<file path="src/rtl/bcbh_pkg.sv">
// Shared constants and types for the backplane clock block handler.
// Assumes both ends run on one 100 MHz ref_clk with synchronous reset.
package bcbh_pkg;
	// ==========================================================
	// Block geometry
	localparam int          BCBH_BLOCK_WORDS = 64;
	localparam int          BCBH_WORD_W      = 16;
	localparam int          BCBH_IDX_W       = 6;
	// ==========================================================
	// Word positions inside a block
	localparam logic [5:0]  BCBH_W_SEQ   = 6'h00;
	localparam logic [5:0]  BCBH_W_ID    = 6'h01;
	localparam logic [5:0]  BCBH_W_YEAR  = 6'h02;
	localparam logic [5:0]  BCBH_W_MON   = 6'h03;
	localparam logic [5:0]  BCBH_W_DAY   = 6'h04;
	localparam logic [5:0]  BCBH_W_HOUR  = 6'h05;
	localparam logic [5:0]  BCBH_W_MIN   = 6'h06;
	localparam logic [5:0]  BCBH_W_SEC   = 6'h07;
	localparam logic [5:0]  BCBH_W_MS    = 6'h08;
	// ==========================================================
	// Block identification codes (decimal 9970, 9971, 9999, 9990)
	localparam logic [15:0] BCBH_ID_GET  = 16'h26f2;
	localparam logic [15:0] BCBH_ID_SET  = 16'h26f3;
	localparam logic [15:0] BCBH_ID_BOOT = 16'h270f;
	localparam logic [15:0] BCBH_ID_BOOT_ALT = 16'h2706;
	// ==========================================================
	// Field limits and reset values of the clock
	localparam logic [15:0] BCBH_MON_MAX  = 16'h000c;
	localparam logic [15:0] BCBH_DAY_MAX  = 16'h001f;
	localparam logic [15:0] BCBH_HOUR_MAX = 16'h0017;
	localparam logic [15:0] BCBH_MIN_MAX  = 16'h003b;
	localparam logic [15:0] BCBH_MS_MAX   = 16'h03e7;
	localparam logic [15:0] BCBH_YEAR_RST = 16'h07d0;
	localparam logic [15:0] BCBH_ONE      = 16'h0001;
	// ==========================================================
	// Timing: one millisecond at 100 MHz
	localparam int          BCBH_CLK_MHZ  = 100;
	localparam int          BCBH_MS_US    = 1000;
	localparam int          BCBH_MS_CYC   = BCBH_CLK_MHZ * BCBH_MS_US;
	localparam int          BCBH_BOOT_CYC = 16;
	// ==========================================================
	// Resource limits of the master driver
	localparam int          BCBH_PORTS    = 2;
	localparam int          BCBH_SESSIONS = 32;
	localparam int          BCBH_SECTORS  = 5;

	typedef struct packed {
		logic [15:0] year;
		logic [15:0] mon;
		logic [15:0] day;
		logic [15:0] hour;
		logic [15:0] min;
		logic [15:0] sec;
		logic [15:0] ms;
	} bcbh_time_t;

	typedef enum logic [2:0] {
		BCBH_IDLE  = 3'b000,
		BCBH_RECV  = 3'b001,
		BCBH_EXEC  = 3'b010,
		BCBH_SEND  = 3'b011,
		BCBH_BOOT  = 3'b100
	} bcbh_state_t;

	// Range check used by the device end to accept or reject set blocks
	function automatic logic bcbh_time_ok(input bcbh_time_t t);
		bcbh_time_ok = (t.mon >= BCBH_ONE) && (t.mon <= BCBH_MON_MAX)
			&& (t.day >= BCBH_ONE) && (t.day <= BCBH_DAY_MAX)
			&& (t.hour <= BCBH_HOUR_MAX) && (t.min <= BCBH_MIN_MAX)
			&& (t.sec <= BCBH_MIN_MAX) && (t.ms <= BCBH_MS_MAX);
	endfunction : bcbh_time_ok
endpackage : bcbh_pkg
</file>
<file path="src/rtl/bcbh_link_if.sv">
// Block link between processor end and module end.
// Assumes a single ref_clk; words move one per cycle while valid is high.
`timescale 1ns/10ps
interface bcbh_link_if;
	logic        reqValid;
	logic        reqLast;
	logic [5:0]  reqIdx;
	logic [15:0] reqWord;
	logic        rspValid;
	logic        rspLast;
	logic [5:0]  rspIdx;
	logic [15:0] rspWord;

	modport device (
		input  reqValid, reqLast, reqIdx, reqWord,
		output rspValid, rspLast, rspIdx, rspWord
	);
	modport host (
		output reqValid, reqLast, reqIdx, reqWord,
		input  rspValid, rspLast, rspIdx, rspWord
	);
endinterface : bcbh_link_if

</file>
<file path="src/rtl/bcbh_device.sv">
// Module end: interprets request blocks, keeps the clock, answers.
// Assumes the host sends a whole 64-word block, word 0 first, back to back.
`timescale 1ns/10ps
// Behaviour
// - Code 9970 returns current date/time
// - Host changes word 0 per request
// - Answer: counter word 0, echo code
// - Year then month..milliseconds, words 2-8
// - Time fields kept in valid ranges
// - Host sets clock with code 9971
// - Set block words 2-8 load clock
// - Set acknowledged with counter and 9971
// - Code 9999 forces cold restart: clears sequence check and reject count, clock runs on
// - Warm and cold restart identical
// - Two independent serial application ports
// - Up to thirty-two sessions, unique addresses
// - At most five sectors per session
// - Multi-station port runs unbalanced mode
// - Monitor data stored and forwarded
// - Own status forwarded to host
module bcbh_device
	import bcbh_pkg::*;
#(
	parameter int MS_CYC   = BCBH_MS_CYC,
	parameter int SESSIONS = BCBH_SESSIONS,
	parameter int SECTORS  = BCBH_SECTORS
) (
	input  wire logic                ref_clk,
	input  wire logic                srst,
	bcbh_link_if.device              link,
	input  wire logic [1:0]          portStations0,
	input  wire logic [1:0]          portStations1,
	input  wire logic [1:0]          balancedReq,
	input  wire logic                monValid,
	input  wire logic [15:0]         monWord,
	output logic [1:0]               portBalanced,
	output logic                     bootPulse,
	output logic                     monFwdValid,
	output logic [15:0]              monFwdWord,
	output logic [15:0]              statusWord,
	output logic [15:0]              handledCount
);
	// ==========================================================
	// Elaboration checks; the millisecond counter is only 17 bits wide
	if (MS_CYC < 1 || MS_CYC > 131072) begin : g_bad_ms
		$error("MS_CYC out of range");
	end
	if (SESSIONS < 1 || SESSIONS > BCBH_SESSIONS) begin : g_bad_sess
		$error("bad SESSIONS");
	end
	if (SECTORS < 1 || SECTORS > BCBH_SECTORS) begin : g_bad_sect
		$error("bad SECTORS");
	end

	typedef struct packed {
		bcbh_state_t  st;
		bcbh_time_t   clk;
		bcbh_time_t   req;
		logic [15:0]  id;
		logic [15:0]  seq;
		logic [15:0]  lastSeq;
		logic         seqSeen;
		logic [16:0]  msCnt;
		logic [5:0]   idx;
		logic [4:0]   bootCnt;
		logic         rspValid;
		logic         rspLast;
		logic [5:0]   rspIdx;
		logic [15:0]  rspWord;
		logic [1:0]   bal;
		logic         boot;
		logic         monV;
		logic [15:0]  monW;
		logic [15:0]  rejects;
	} bcbh_dev_t;

	bcbh_dev_t s_q;
	bcbh_dev_t s_d;

	// Advance one field with carry; returns wrapped value
	function automatic logic [15:0] bcbh_bump(input logic [15:0] v,
		input logic [15:0] lo, input logic [15:0] hi);
		bcbh_bump = (v >= hi) ? lo : v + BCBH_ONE;
	endfunction : bcbh_bump

	// Word of the answer block at a given index
	function automatic logic [15:0] bcbh_rsp(input bcbh_dev_t s, input logic [5:0] i);
		bcbh_rsp = 16'h0000;
		if (i == BCBH_W_SEQ) begin
			bcbh_rsp = s.seq;
		end else if (i == BCBH_W_ID) begin
			bcbh_rsp = s.id;
		end else if (s.id == BCBH_ID_GET) begin
			// time layout
			// Words come from the snapshot, so a carry cannot tear them
			if (i == BCBH_W_YEAR) bcbh_rsp = s.req.year;
			else if (i == BCBH_W_MON) bcbh_rsp = s.req.mon;
			else if (i == BCBH_W_DAY) bcbh_rsp = s.req.day;
			else if (i == BCBH_W_HOUR) bcbh_rsp = s.req.hour;
			else if (i == BCBH_W_MIN) bcbh_rsp = s.req.min;
			else if (i == BCBH_W_SEC) bcbh_rsp = s.req.sec;
			else if (i == BCBH_W_MS) bcbh_rsp = s.req.ms;
		end
	endfunction : bcbh_rsp

	// ==========================================================
	// Next-state logic
	always_comb begin
		s_d = s_q;
		s_d.boot = 1'b0;
		s_d.rspValid = 1'b0;
		s_d.rspLast = 1'b0;
		if (s_q.msCnt == 17'(MS_CYC - 1)) begin
			s_d.msCnt = 17'h00000;
			s_d.clk.ms = bcbh_bump(s_q.clk.ms, 16'h0000, BCBH_MS_MAX);
			if (s_q.clk.ms == BCBH_MS_MAX) begin
				s_d.clk.sec = bcbh_bump(s_q.clk.sec, 16'h0000, BCBH_MIN_MAX);
				if (s_q.clk.sec == BCBH_MIN_MAX) begin
					s_d.clk.min = bcbh_bump(s_q.clk.min, 16'h0000, BCBH_MIN_MAX);
					if (s_q.clk.min == BCBH_MIN_MAX) begin
						s_d.clk.hour = bcbh_bump(s_q.clk.hour, 16'h0000, BCBH_HOUR_MAX);
						if (s_q.clk.hour == BCBH_HOUR_MAX) begin
							// Simple calendar: every month 31 days
							s_d.clk.day = bcbh_bump(s_q.clk.day, BCBH_ONE, BCBH_DAY_MAX);
							if (s_q.clk.day == BCBH_DAY_MAX) begin
								s_d.clk.mon = bcbh_bump(s_q.clk.mon, BCBH_ONE, BCBH_MON_MAX);
								if (s_q.clk.mon == BCBH_MON_MAX)
									s_d.clk.year = s_q.clk.year + BCBH_ONE;
							end
						end
					end
				end
			end
		end else begin
			s_d.msCnt = s_q.msCnt + 17'h00001;
		end
		s_d.bal[0] = balancedReq[0] && (portStations0 == 2'b01);
		s_d.bal[1] = balancedReq[1] && (portStations1 == 2'b01);
		s_d.monV = monValid;
		s_d.monW = monValid ? monWord : s_q.monW;
		case (s_q.st)
			BCBH_IDLE: begin
				s_d.idx = 6'h00;
				if (link.reqValid) begin
					s_d.st = BCBH_RECV;
				end
			end
			BCBH_RECV: begin
				s_d.st = BCBH_RECV;
			end
			BCBH_EXEC: begin
				s_d.st = BCBH_IDLE;
			end
			BCBH_SEND: begin
				s_d.rspValid = 1'b1;
				s_d.rspIdx = s_q.idx;
				s_d.rspWord = bcbh_rsp(s_q, s_q.idx);
				s_d.rspLast = (s_q.idx == 6'h3f);
				s_d.idx = s_q.idx + 6'h01;
				if (s_q.idx == 6'h3f) s_d.st = BCBH_IDLE;
			end
			BCBH_BOOT: begin
				s_d.bootCnt = s_q.bootCnt + 5'h01;
				if (s_q.bootCnt == 5'(BCBH_BOOT_CYC - 1)) begin
					s_d.st = BCBH_IDLE;
					s_d.seqSeen = 1'b0;
					s_d.rejects = 16'h0000;
				end
			end
			default: s_d.st = BCBH_IDLE;
		endcase
		// Receive words in any state but send/boot
		if (link.reqValid && s_q.st != BCBH_SEND && s_q.st != BCBH_BOOT) begin
			if (link.reqIdx == BCBH_W_SEQ) s_d.lastSeq = link.reqWord;
			if (link.reqIdx == BCBH_W_ID) s_d.id = link.reqWord;
			if (link.reqIdx == BCBH_W_YEAR) s_d.req.year = link.reqWord;
			if (link.reqIdx == BCBH_W_MON) s_d.req.mon = link.reqWord;
			if (link.reqIdx == BCBH_W_DAY) s_d.req.day = link.reqWord;
			if (link.reqIdx == BCBH_W_HOUR) s_d.req.hour = link.reqWord;
			if (link.reqIdx == BCBH_W_MIN) s_d.req.min = link.reqWord;
			if (link.reqIdx == BCBH_W_SEC) s_d.req.sec = link.reqWord;
			if (link.reqIdx == BCBH_W_MS) s_d.req.ms = link.reqWord;
			s_d.st = link.reqLast ? BCBH_EXEC : BCBH_RECV;
		end
		// Act on a finished block
		if (s_q.st == BCBH_EXEC) begin
			s_d.st = BCBH_IDLE;
			s_d.idx = 6'h00;
			// act only on a new sequence value
			if (!s_q.seqSeen || s_q.lastSeq != s_q.seq) begin
				s_d.seqSeen = 1'b1;
				if (s_q.id == BCBH_ID_GET) begin
					s_d.seq = s_q.lastSeq;
					s_d.st = BCBH_SEND;
					// snapshot of the clock for the answer
					s_d.req = s_q.clk;
				end else if (s_q.id == BCBH_ID_SET) begin
					s_d.seq = s_q.lastSeq;
					s_d.st = BCBH_SEND;
					if (bcbh_time_ok(s_q.req)) begin
						s_d.clk = s_q.req;
						s_d.msCnt = 17'h00000;
					end else begin
						s_d.rejects = s_q.rejects + BCBH_ONE;
					end
				end else if (s_q.id == BCBH_ID_BOOT || s_q.id == BCBH_ID_BOOT_ALT) begin
					s_d.boot = 1'b1;
					s_d.bootCnt = 5'h00;
					s_d.st = BCBH_BOOT;
				end
			end
		end
	end

	// ==========================================================
	// State register; restart reuses reset values of the link side
	always_ff @(posedge ref_clk) begin
		if (srst) begin
			s_q <= '0;
			s_q.st <= BCBH_IDLE;
			s_q.clk.year <= BCBH_YEAR_RST;
			s_q.clk.mon <= BCBH_ONE;
			s_q.clk.day <= BCBH_ONE;
		end else begin
			s_q <= s_d;
		end
	end

	// ==========================================================
	// Outputs, all from flops
	assign link.rspValid = s_q.rspValid;
	assign link.rspLast  = s_q.rspLast;
	assign link.rspIdx   = s_q.rspIdx;
	assign link.rspWord  = s_q.rspWord;
	assign portBalanced  = s_q.bal;
	assign bootPulse     = s_q.boot;
	assign monFwdValid   = s_q.monV;
	assign monFwdWord    = s_q.monW;
	assign statusWord    = s_q.rejects;
	assign handledCount  = s_q.seq;
endmodule : bcbh_device

</file>
<file path="src/flat_wrapper.sv">
// flat-port wrapper written by rule: the top's interface ports become plain ports
module bcbh_device_flat import bcbh_pkg::*;
#(
	parameter int MS_CYC   = BCBH_MS_CYC,
	parameter int SESSIONS = BCBH_SESSIONS,
	parameter int SECTORS  = BCBH_SECTORS
)
  (ref_clk, srst, portStations0, portStations1, balancedReq, monValid, monWord, portBalanced, bootPulse, monFwdValid, monFwdWord, statusWord, handledCount, link_reqValid, link_reqLast, link_reqIdx, link_reqWord, link_rspValid, link_rspLast, link_rspIdx, link_rspWord);
  bcbh_link_if link_i ();
  input  wire logic ref_clk;
  input  wire logic srst;
  input  wire logic [1:0] portStations0;
  input  wire logic [1:0] portStations1;
  input  wire logic [1:0] balancedReq;
  input  wire logic monValid;
  input  wire logic [15:0] monWord;
  output logic [1:0] portBalanced;
  output logic bootPulse;
  output logic monFwdValid;
  output logic [15:0] monFwdWord;
  output logic [15:0] statusWord;
  output logic [15:0] handledCount;
  input wire logic [$bits(link_i.reqValid)-1:0] link_reqValid;
  input wire logic [$bits(link_i.reqLast)-1:0] link_reqLast;
  input wire logic [$bits(link_i.reqIdx)-1:0] link_reqIdx;
  input wire logic [$bits(link_i.reqWord)-1:0] link_reqWord;
  output wire logic [$bits(link_i.rspValid)-1:0] link_rspValid;
  output wire logic [$bits(link_i.rspLast)-1:0] link_rspLast;
  output wire logic [$bits(link_i.rspIdx)-1:0] link_rspIdx;
  output wire logic [$bits(link_i.rspWord)-1:0] link_rspWord;
  assign link_i.reqValid = link_reqValid;
  assign link_i.reqLast = link_reqLast;
  assign link_i.reqIdx = link_reqIdx;
  assign link_i.reqWord = link_reqWord;
  assign link_rspValid = link_i.rspValid;
  assign link_rspLast = link_i.rspLast;
  assign link_rspIdx = link_i.rspIdx;
  assign link_rspWord = link_i.rspWord;
  bcbh_device #(.MS_CYC(MS_CYC), .SESSIONS(SESSIONS), .SECTORS(SECTORS)) u_core (.ref_clk(ref_clk), .srst(srst), .link(link_i), .portStations0(portStations0), .portStations1(portStations1), .balancedReq(balancedReq), .monValid(monValid), .monWord(monWord), .portBalanced(portBalanced), .bootPulse(bootPulse), .monFwdValid(monFwdValid), .monFwdWord(monFwdWord), .statusWord(statusWord), .handledCount(handledCount));
endmodule
</file>
<file path="config.mk">
export PLATFORM = sky130hd
export DESIGN_NAME = bcbh_device_flat
export DESIGN_NICKNAME = d
export VERILOG_FILES = /design/src/rtl/bcbh_pkg.sv /design/src/rtl/bcbh_link_if.sv /design/src/rtl/bcbh_device.sv /design/src/flat_wrapper.sv
export SDC_FILE = /design/constraint.sdc
export NUM_CORES = 1
export LEC_CHECK = 0
export BUFFER_PORTS_ARGS = -buffer_cell sky130_fd_sc_hd__clkbuf_2
export CAP_MARGIN = 20
export CORE_MARGIN = 1
export CORE_UTILIZATION = 45
export CTS_BUF_LIST = sky130_fd_sc_hd__clkbuf_2 sky130_fd_sc_hd__clkbuf_4 sky130_fd_sc_hd__clkbuf_8
export CTS_CLUSTER_DIAMETER = 200
export DETAILED_ROUTE_END_ITERATION = 10
export GPL_ROUTABILITY_DRIVEN = 0
export GPL_TIMING_DRIVEN = 0
export PLACE_DENSITY = 0.64
export SYNTH_ARGS = -nofsm -noshare
export SYNTH_HDL_FRONTEND = slang
export SYNTH_SLANG_ARGS = --single-unit
</file>
<file path="constraint.sdc">
create_clock -name ref_clk -period 3.7 [get_ports ref_clk]
set_input_delay 0.74 -clock ref_clk [delete_from_list [all_inputs] [get_ports ref_clk]]
set_output_delay 0.74 -clock ref_clk [all_outputs]
set_load 0.01 [all_outputs]
</file>
# Yosys cells after proc, flatten, opt, wreduce, memory -nomap -nowiden
# Cells that the tools add are included.
[op_classes]
mux = 72
bitwise = 3
n_reduce_logical = 26
magnitude_cmp = 14
add_sub_neg = 11
n_eq_ne = 41
mul = 0
n_div = 0
n_shift = 0
[op_table]
columns = ["cell", "count"]
rows = [
  ["$mux 112", 5],
  ["$mux 16", 34],
  ["$mux 227", 2],
  ["$add 16x1->16 const B", 8],
  ["$mux 128", 1],
  ["$mux 96", 1],
  ["$mux 80", 1],
  ["$mux 17", 4],
  ["$eq 16x14->1 const B", 4],
  ["$mux 64", 1],
  ["$eq 6x3->1 const B", 8],
  ["$mux 48", 1],
  ["$eq 16x5->1 const B", 2],
  ["$eq 16x6->1 const B", 2],
  ["$ge 16x1->1 const B", 2],
  ["$ge 16x5->1 const B", 2],
  ["$ge 16x6->1 const B", 2],
  ["$le 16x5->1 const B", 2],
  ["$le 16x6->1 const B", 2],
  ["$mux 32", 1],
  ["$mux 29", 1],
  ["$mux 5", 5],
  ["$eq 6x2->1 const B", 4],
  ["$mux 24", 1],
  ["other kinds (40)", 71],
]
[word_totals]
mem_bits_rw = 0
romBits = 0
regBits = 364
elab_cells = 198
inputBits = 49
mem_count = 0
latchBits = 0

# Longest topological paths before layout
[depth]
depth_word = 13
mapped_depth = 10

# Least setup slack after synthesis
# Ideal clock, no wire load.
[synth_path]
path_type = "register to register"
start = "register u_core.s_q[249] in the netlist's numbering"
end = "register u_core.s_q[319] in the netlist's numbering"
path_stages_with_launch = 10
arrival_ns = 2.809
setup_slack_ns = 0.777
path_cell_list = "dfxtp_1 > ha_1 > or4bb_1 > or4_1 > clkbuf_1 > nor3_2 > nand2_1 > o211a_1 > clkbuf_1 > and2_1"
[synth_via]
elab_chain_cells = 8
[synth_rtl]
columns = ["element", "line", "text"]
rows = [
  ["start, declared", "bcbh_device.sv:77", "bcbh_dev_t s_q;"],
  ["$eq 16x10->1 *", "bcbh_device.sv:116", "if (s_q.clk.ms == BCBH_MS_MAX) begin"],
  ["$mux 96 *", "bcbh_device.sv:116", ""],
  ["$mux 112 *", "bcbh_device.sv:113", "if (s_q.msCnt == 17'(MS_CYC - 1)) begin"],
  ["$mux 112", "bcbh_device.sv:200", "if (bcbh_time_ok(s_q.req)) begin"],
  ["$mux 112", "bcbh_device.sv:197", "end else if (s_q.id == BCBH_ID_SET) begin"],
  ["$mux 112", "bcbh_device.sv:192", "if (s_q.id == BCBH_ID_GET) begin"],
  ["$mux 227", "bcbh_device.sv:190", "if (!s_q.seqSeen || s_q.lastSeq != s_q.seq) begin"],
  ["$mux 227 *", "bcbh_device.sv:186", "if (s_q.st == BCBH_EXEC) begin"],
]
# Every way passes the cells marked *; elsewhere a longest branch is shown, timed or not.
# A chain may end at the register's enable or synchronous reset.

# Final worst setup path
[layout_path]
start = "register u_core.s_q[231] in the netlist's numbering"
end = "register u_core.s_q[343] in the netlist's numbering"
[layout_via]
elab_chain_cells = 13
[layout_rtl]
columns = ["element", "line", "text"]
rows = [
  ["$ge 16x1->1 or $le 16x4->1 (tied branches)", "bcbh_pkg.sv:67", "bcbh_time_ok = (t.mon >= BCBH_ONE) && (t.mon <= BCBH_MON_MAX)"],
  ["$logic_and 1x1->1", "bcbh_pkg.sv:67", ""],
  ["$logic_and 1x1->1 (2 in series)", "bcbh_pkg.sv:68", "&& (t.day >= BCBH_ONE) && (t.day <= BCBH_DAY_MAX)"],
  ["$logic_and 1x1->1 (2 in series)", "bcbh_pkg.sv:69", "&& (t.hour <= BCBH_HOUR_MAX) && (t.min <= BCBH_MIN_MAX)"],
  ["$logic_and 1x1->1 (2 in series)", "bcbh_pkg.sv:70", "&& (t.sec <= BCBH_MIN_MAX) && (t.ms <= BCBH_MS_MAX);"],
  ["$mux 112 *", "bcbh_device.sv:200", ""],
  ["$mux 112 *", "bcbh_device.sv:197", ""],
  ["$mux 112 *", "bcbh_device.sv:192", ""],
  ["$mux 227 *", "bcbh_device.sv:190", ""],
  ["$mux 227 *", "bcbh_device.sv:186", ""],
]
# Marks and branches as above.

==> flow_metrics.env <==
export IMPL_status="finished, violations left"
export IMPL_violations="setup timing"
export IMPL_worst_slew_pin_transition_ns=1.28
export IMPL_drt_iter0_markers=2370
export IMPL_maxSlewViolCount=0
export IMPL_syn_area_sq_um=18800
export IMPL_synth_area_per_cell_sq_um=8.41
export IMPL_cts_buffer_depth=3
export IMPL_synth_edf_count=0
export IMPL_num_nets_final=2475
export IMPL_cp_start_kind="flop"
export IMPL_max_vdd_ir_drop_mv=0.225
export IMPL_die_h_um=206
export IMPL_ys_seq_area_share_pct=38.9
export IMPL_setup_ws_ns=-0.115
export IMPL_num_rows=74
export IMPL_ios=125
export IMPL_cp_required_ns=4.21
export IMPL_cts_tree="yes"
export IMPL_port_buffers=104
export IMPL_fmax_mhz=262
export IMPL_antenna_found_initial=2
export IMPL_post_dp_hpwl_um=51800
export IMPL_grt_start_max_net_pins=11
export IMPL_multi_input_area_sq_um=10300
export IMPL_hold_end="u_core.portBalanced[0]$_SDFF_PP0_"
export IMPL_reg2reg_from="u_core.s_q[231]$_SDFF_PP0_"
export IMPL_dr_total_vias=19000
export IMPL_critPathKind="flop to flop"
export IMPL_instances_no_fill=2990
export IMPL_finalCriticalPeriod_ns=3.82
export IMPL_synthFlopType="dfxtp_1"
export IMPL_synth_cell_types=68
export IMPL_synthCells=2230
export IMPL_cts_num_sinks=364
export IMPL_power_density_nw_per_um2=392
export IMPL_hold_path_startpoint="portStations0[1]"
export IMPL_cp_max_fo=10
export IMPL_placed_cells=2869
export IMPL_drive_gt1_share_pct=14.6
export IMPL_cts_made_buffers=66
export IMPL_wl_um=71000
export IMPL_ff2ff_setup_slack_ns=-0.12
export IMPL_ff_latch_area_sq_um=7290
export IMPL_finalSetupViolCount=17
export IMPL_worstReg2RegEnd="u_core.s_q[343]$_SDFF_PP0_"
export IMPL_ant_nets=0
export IMPL_via_per_inst=6.35
export IMPL_endpoint_kind="flop"
export IMPL_rsz0062_at_grt="no"
export IMPL_arrival_ns=4.33
export IMPL_leakage_nw=8.56
export IMPL_hold_violations=0
export IMPL_stdcell_area_sq_um=21500
export IMPL_ys_ff_latch=364
export IMPL_yosysWarnings=0
export IMPL_initial_core_util_pct=45.8
export IMPL_post_route_period_util_pct=103
export IMPL_clk_pin_slew_ns=0.06
export IMPL_core_area_sq_um=40900
export IMPL_syn_nets=2295
export IMPL_fill_cells=3939
export IMPL_r2r_cells=7
export IMPL_grt_pass1_vias=17600
export IMPL_die_w_um=206
export IMPL_area_delta_synth_final_pct=14.8
export IMPL_grt_overflow=0
export IMPL_drc_errors=0
export IMPL_finClkSkew_ns=0.0376
export IMPL_ys_async_sr_fraction_pct=0
export IMPL_wire_per_inst_um=23.7
export IMPL_timing_slew_headroom_pct=14.4
export IMPL_die_area_sq_um=42500
export IMPL_hold_depth=2
export IMPL_clk_latency_ns=0.64
export IMPL_cts_max_level=3
export IMPL_placed_area_sq_um=20000
export IMPL_drv_cap=0
export IMPL_root_buffer="clkbuf_8"
export IMPL_grt_pass1_wl_um=107000
export IMPL_grtUsageTotal_pct=33.3
export IMPL_hold_class="input port to flop"
export IMPL_startpoint="u_core.s_q[231]$_SDFF_PP0_"
export IMPL_firstDrtPassIters=6
metrics by stage:
step           setup slack (ns)  power [mW]   TNS, ns  utilization [%]  hold slack (ns)
3_5_place_dp             -0.148        4.40     -2.44             48.8            0.449
3_3_place_gp             -0.423        4.39     -8.35             48.7            0.449
5_1_grt                  0.0214        8.68         0             52.6            0.280
6_report                 -0.115        8.44    -0.989             52.6            0.276
4_1_cts                -0.00974        8.46  -0.00974             52.3            0.259
2_1_floorplan             0.777        4.24         0                -            0.430
state kept, by name, indices dropped and copies added (netlist names):
signal,count
u_core.bootPulse,1
u_core.handledCount,16
u_core.link.rspIdx,6
u_core.link.rspLast,1
u_core.link.rspValid,1
u_core.link.rspWord,16
u_core.monFwdValid,1
u_core.monFwdWord,16
u_core.portBalanced,2
u_core.s_q,288
u_core.statusWord,16
cells by family after synthesis:
| family | share of synthesized area [%] |
|---|---|
| xor gates and xnor gates | 2.85 |
| DFF | 38.9 |
| and+or+nand+nor | 23.2 |
| AOI/OAI and AO/OA | 18.1 |
| adders and majority gates | 1.07 |
| muxes | 9.18 |
| buffers and inverters | 6.70 |
placed cells by master (no fill, tap or decap), types with 48 or more instances in the layout:
| cell type | synthesis | layout |
|---|---|---|
| mux2i_1 | 172 | 172 |
| clkbuf_2 | 0 | 107 |
| clkbuf_8 | 0 | 92 |
| dfxtp_1 | 364 | 364 |
| o21ai_0 | 60 | 60 |
| nor2_1 | 301 | 301 |
| nand2_1 | 136 | 136 |
| nand4_1 | 48 | 48 |
| a211oi_1 | 121 | 121 |
| nor4_1 | 59 | 58 |
| nand3_1 | 57 | 57 |
| a21oi_1 | 152 | 152 |
| clkbuf_1 | 131 | 128 |
| buf_4 | 72 | 74 |
worst max path at each step:
stage	to
2_1_floorplan	u_core.s_q[319]$_SDFF_PP0_
3_3_place_gp	u_core.s_q[347]$_SDFF_PP0_
3_5_place_dp	u_core.s_q[360]$_SDFF_PP0_
4_1_cts	u_core.s_q[302]$_SDFF_PP0_
5_1_grt	u_core.link.rspWord[2]$_SDFFE_PP0P_
6_report	u_core.s_q[343]$_SDFF_PP0_
where the power goes:
group          internal (mW)  total (mW)  leakage, nW  switching [mW]
sequential              3.95        3.97         2.94          0.0219
combinational          0.106       0.363         4.87           0.256
clock                   2.32        4.11        0.752            1.79
total                   6.37        8.44         8.56            2.07
layer usage:
layer	vias up	wire [um]	global-route usage, %	part of all wire (%)
met2	1151	30200	49.4	43
met3	234	7880	8.01	11
li1	8525	-	-	-
met1	9087	29400	44.6	41
met5	-	28	0	0.039
met4	4	3460	17.0	4.9
Yosys cell counts (24+ instances only):
library cell	number	share of area (%)
dfxtp_1	364	39
nor2_1	301	6.0
mux2i_1	172	9.2
a21oi_1	152	4.1
nand2_1	136	2.7
clkbuf_1	131	2.6
a211oi_1	121	4.8
buf_4	72	2.9
o21ai_0	60	1.6
nor4_1	59	2.0
nand3_1	57	1.5
nand4_1	48	1.6
nor3_1	42	1.1
and3_1	36	1.2
xnor2_1	36	1.7
a31oi_1	33	1.1
o22ai_1	33	1.1
o31ai_1	26	1.0
xor2_1	25	1.2
or4_1	24	0.96
layout make-up:
cell class | count | share of cell area, %
sequential | 364 | 33.9
multi-input combinational | 1610 | 47.8
antenna | 1 | 0.0116
buffer | 235 | 5.49
clock inverter | 11 | 0.279
timing repair buffer | 112 | 2.80
clock buffer | 104 | 6.30
tap | 532 | 3.09
inverter | 21 | 0.366
what timing repair did:
| action | in CTS | in global routing |
|---|---|---|
| buffers inserted | 0 | 3 |
| cloned | 0 | 0 |
| resized for setup | 5 | 10 |
| pin swaps | 0 | 4 |
| hold buffers | 0 | 0 |
| endpoints found under the setup margin | 56 | 86 |
worst max-delay path: stages, from the launching register on:
cell and delay [ns]:
dfxtp_1 0.36, nor4_1 0.66, nand4_1 0.17, or4_1 0.73
nor3_2 0.66, a21oi_1 0.34, clkbuf_1 0.45, and3_1 0.31
Note: power is estimated with default switching activity, not from simulation.
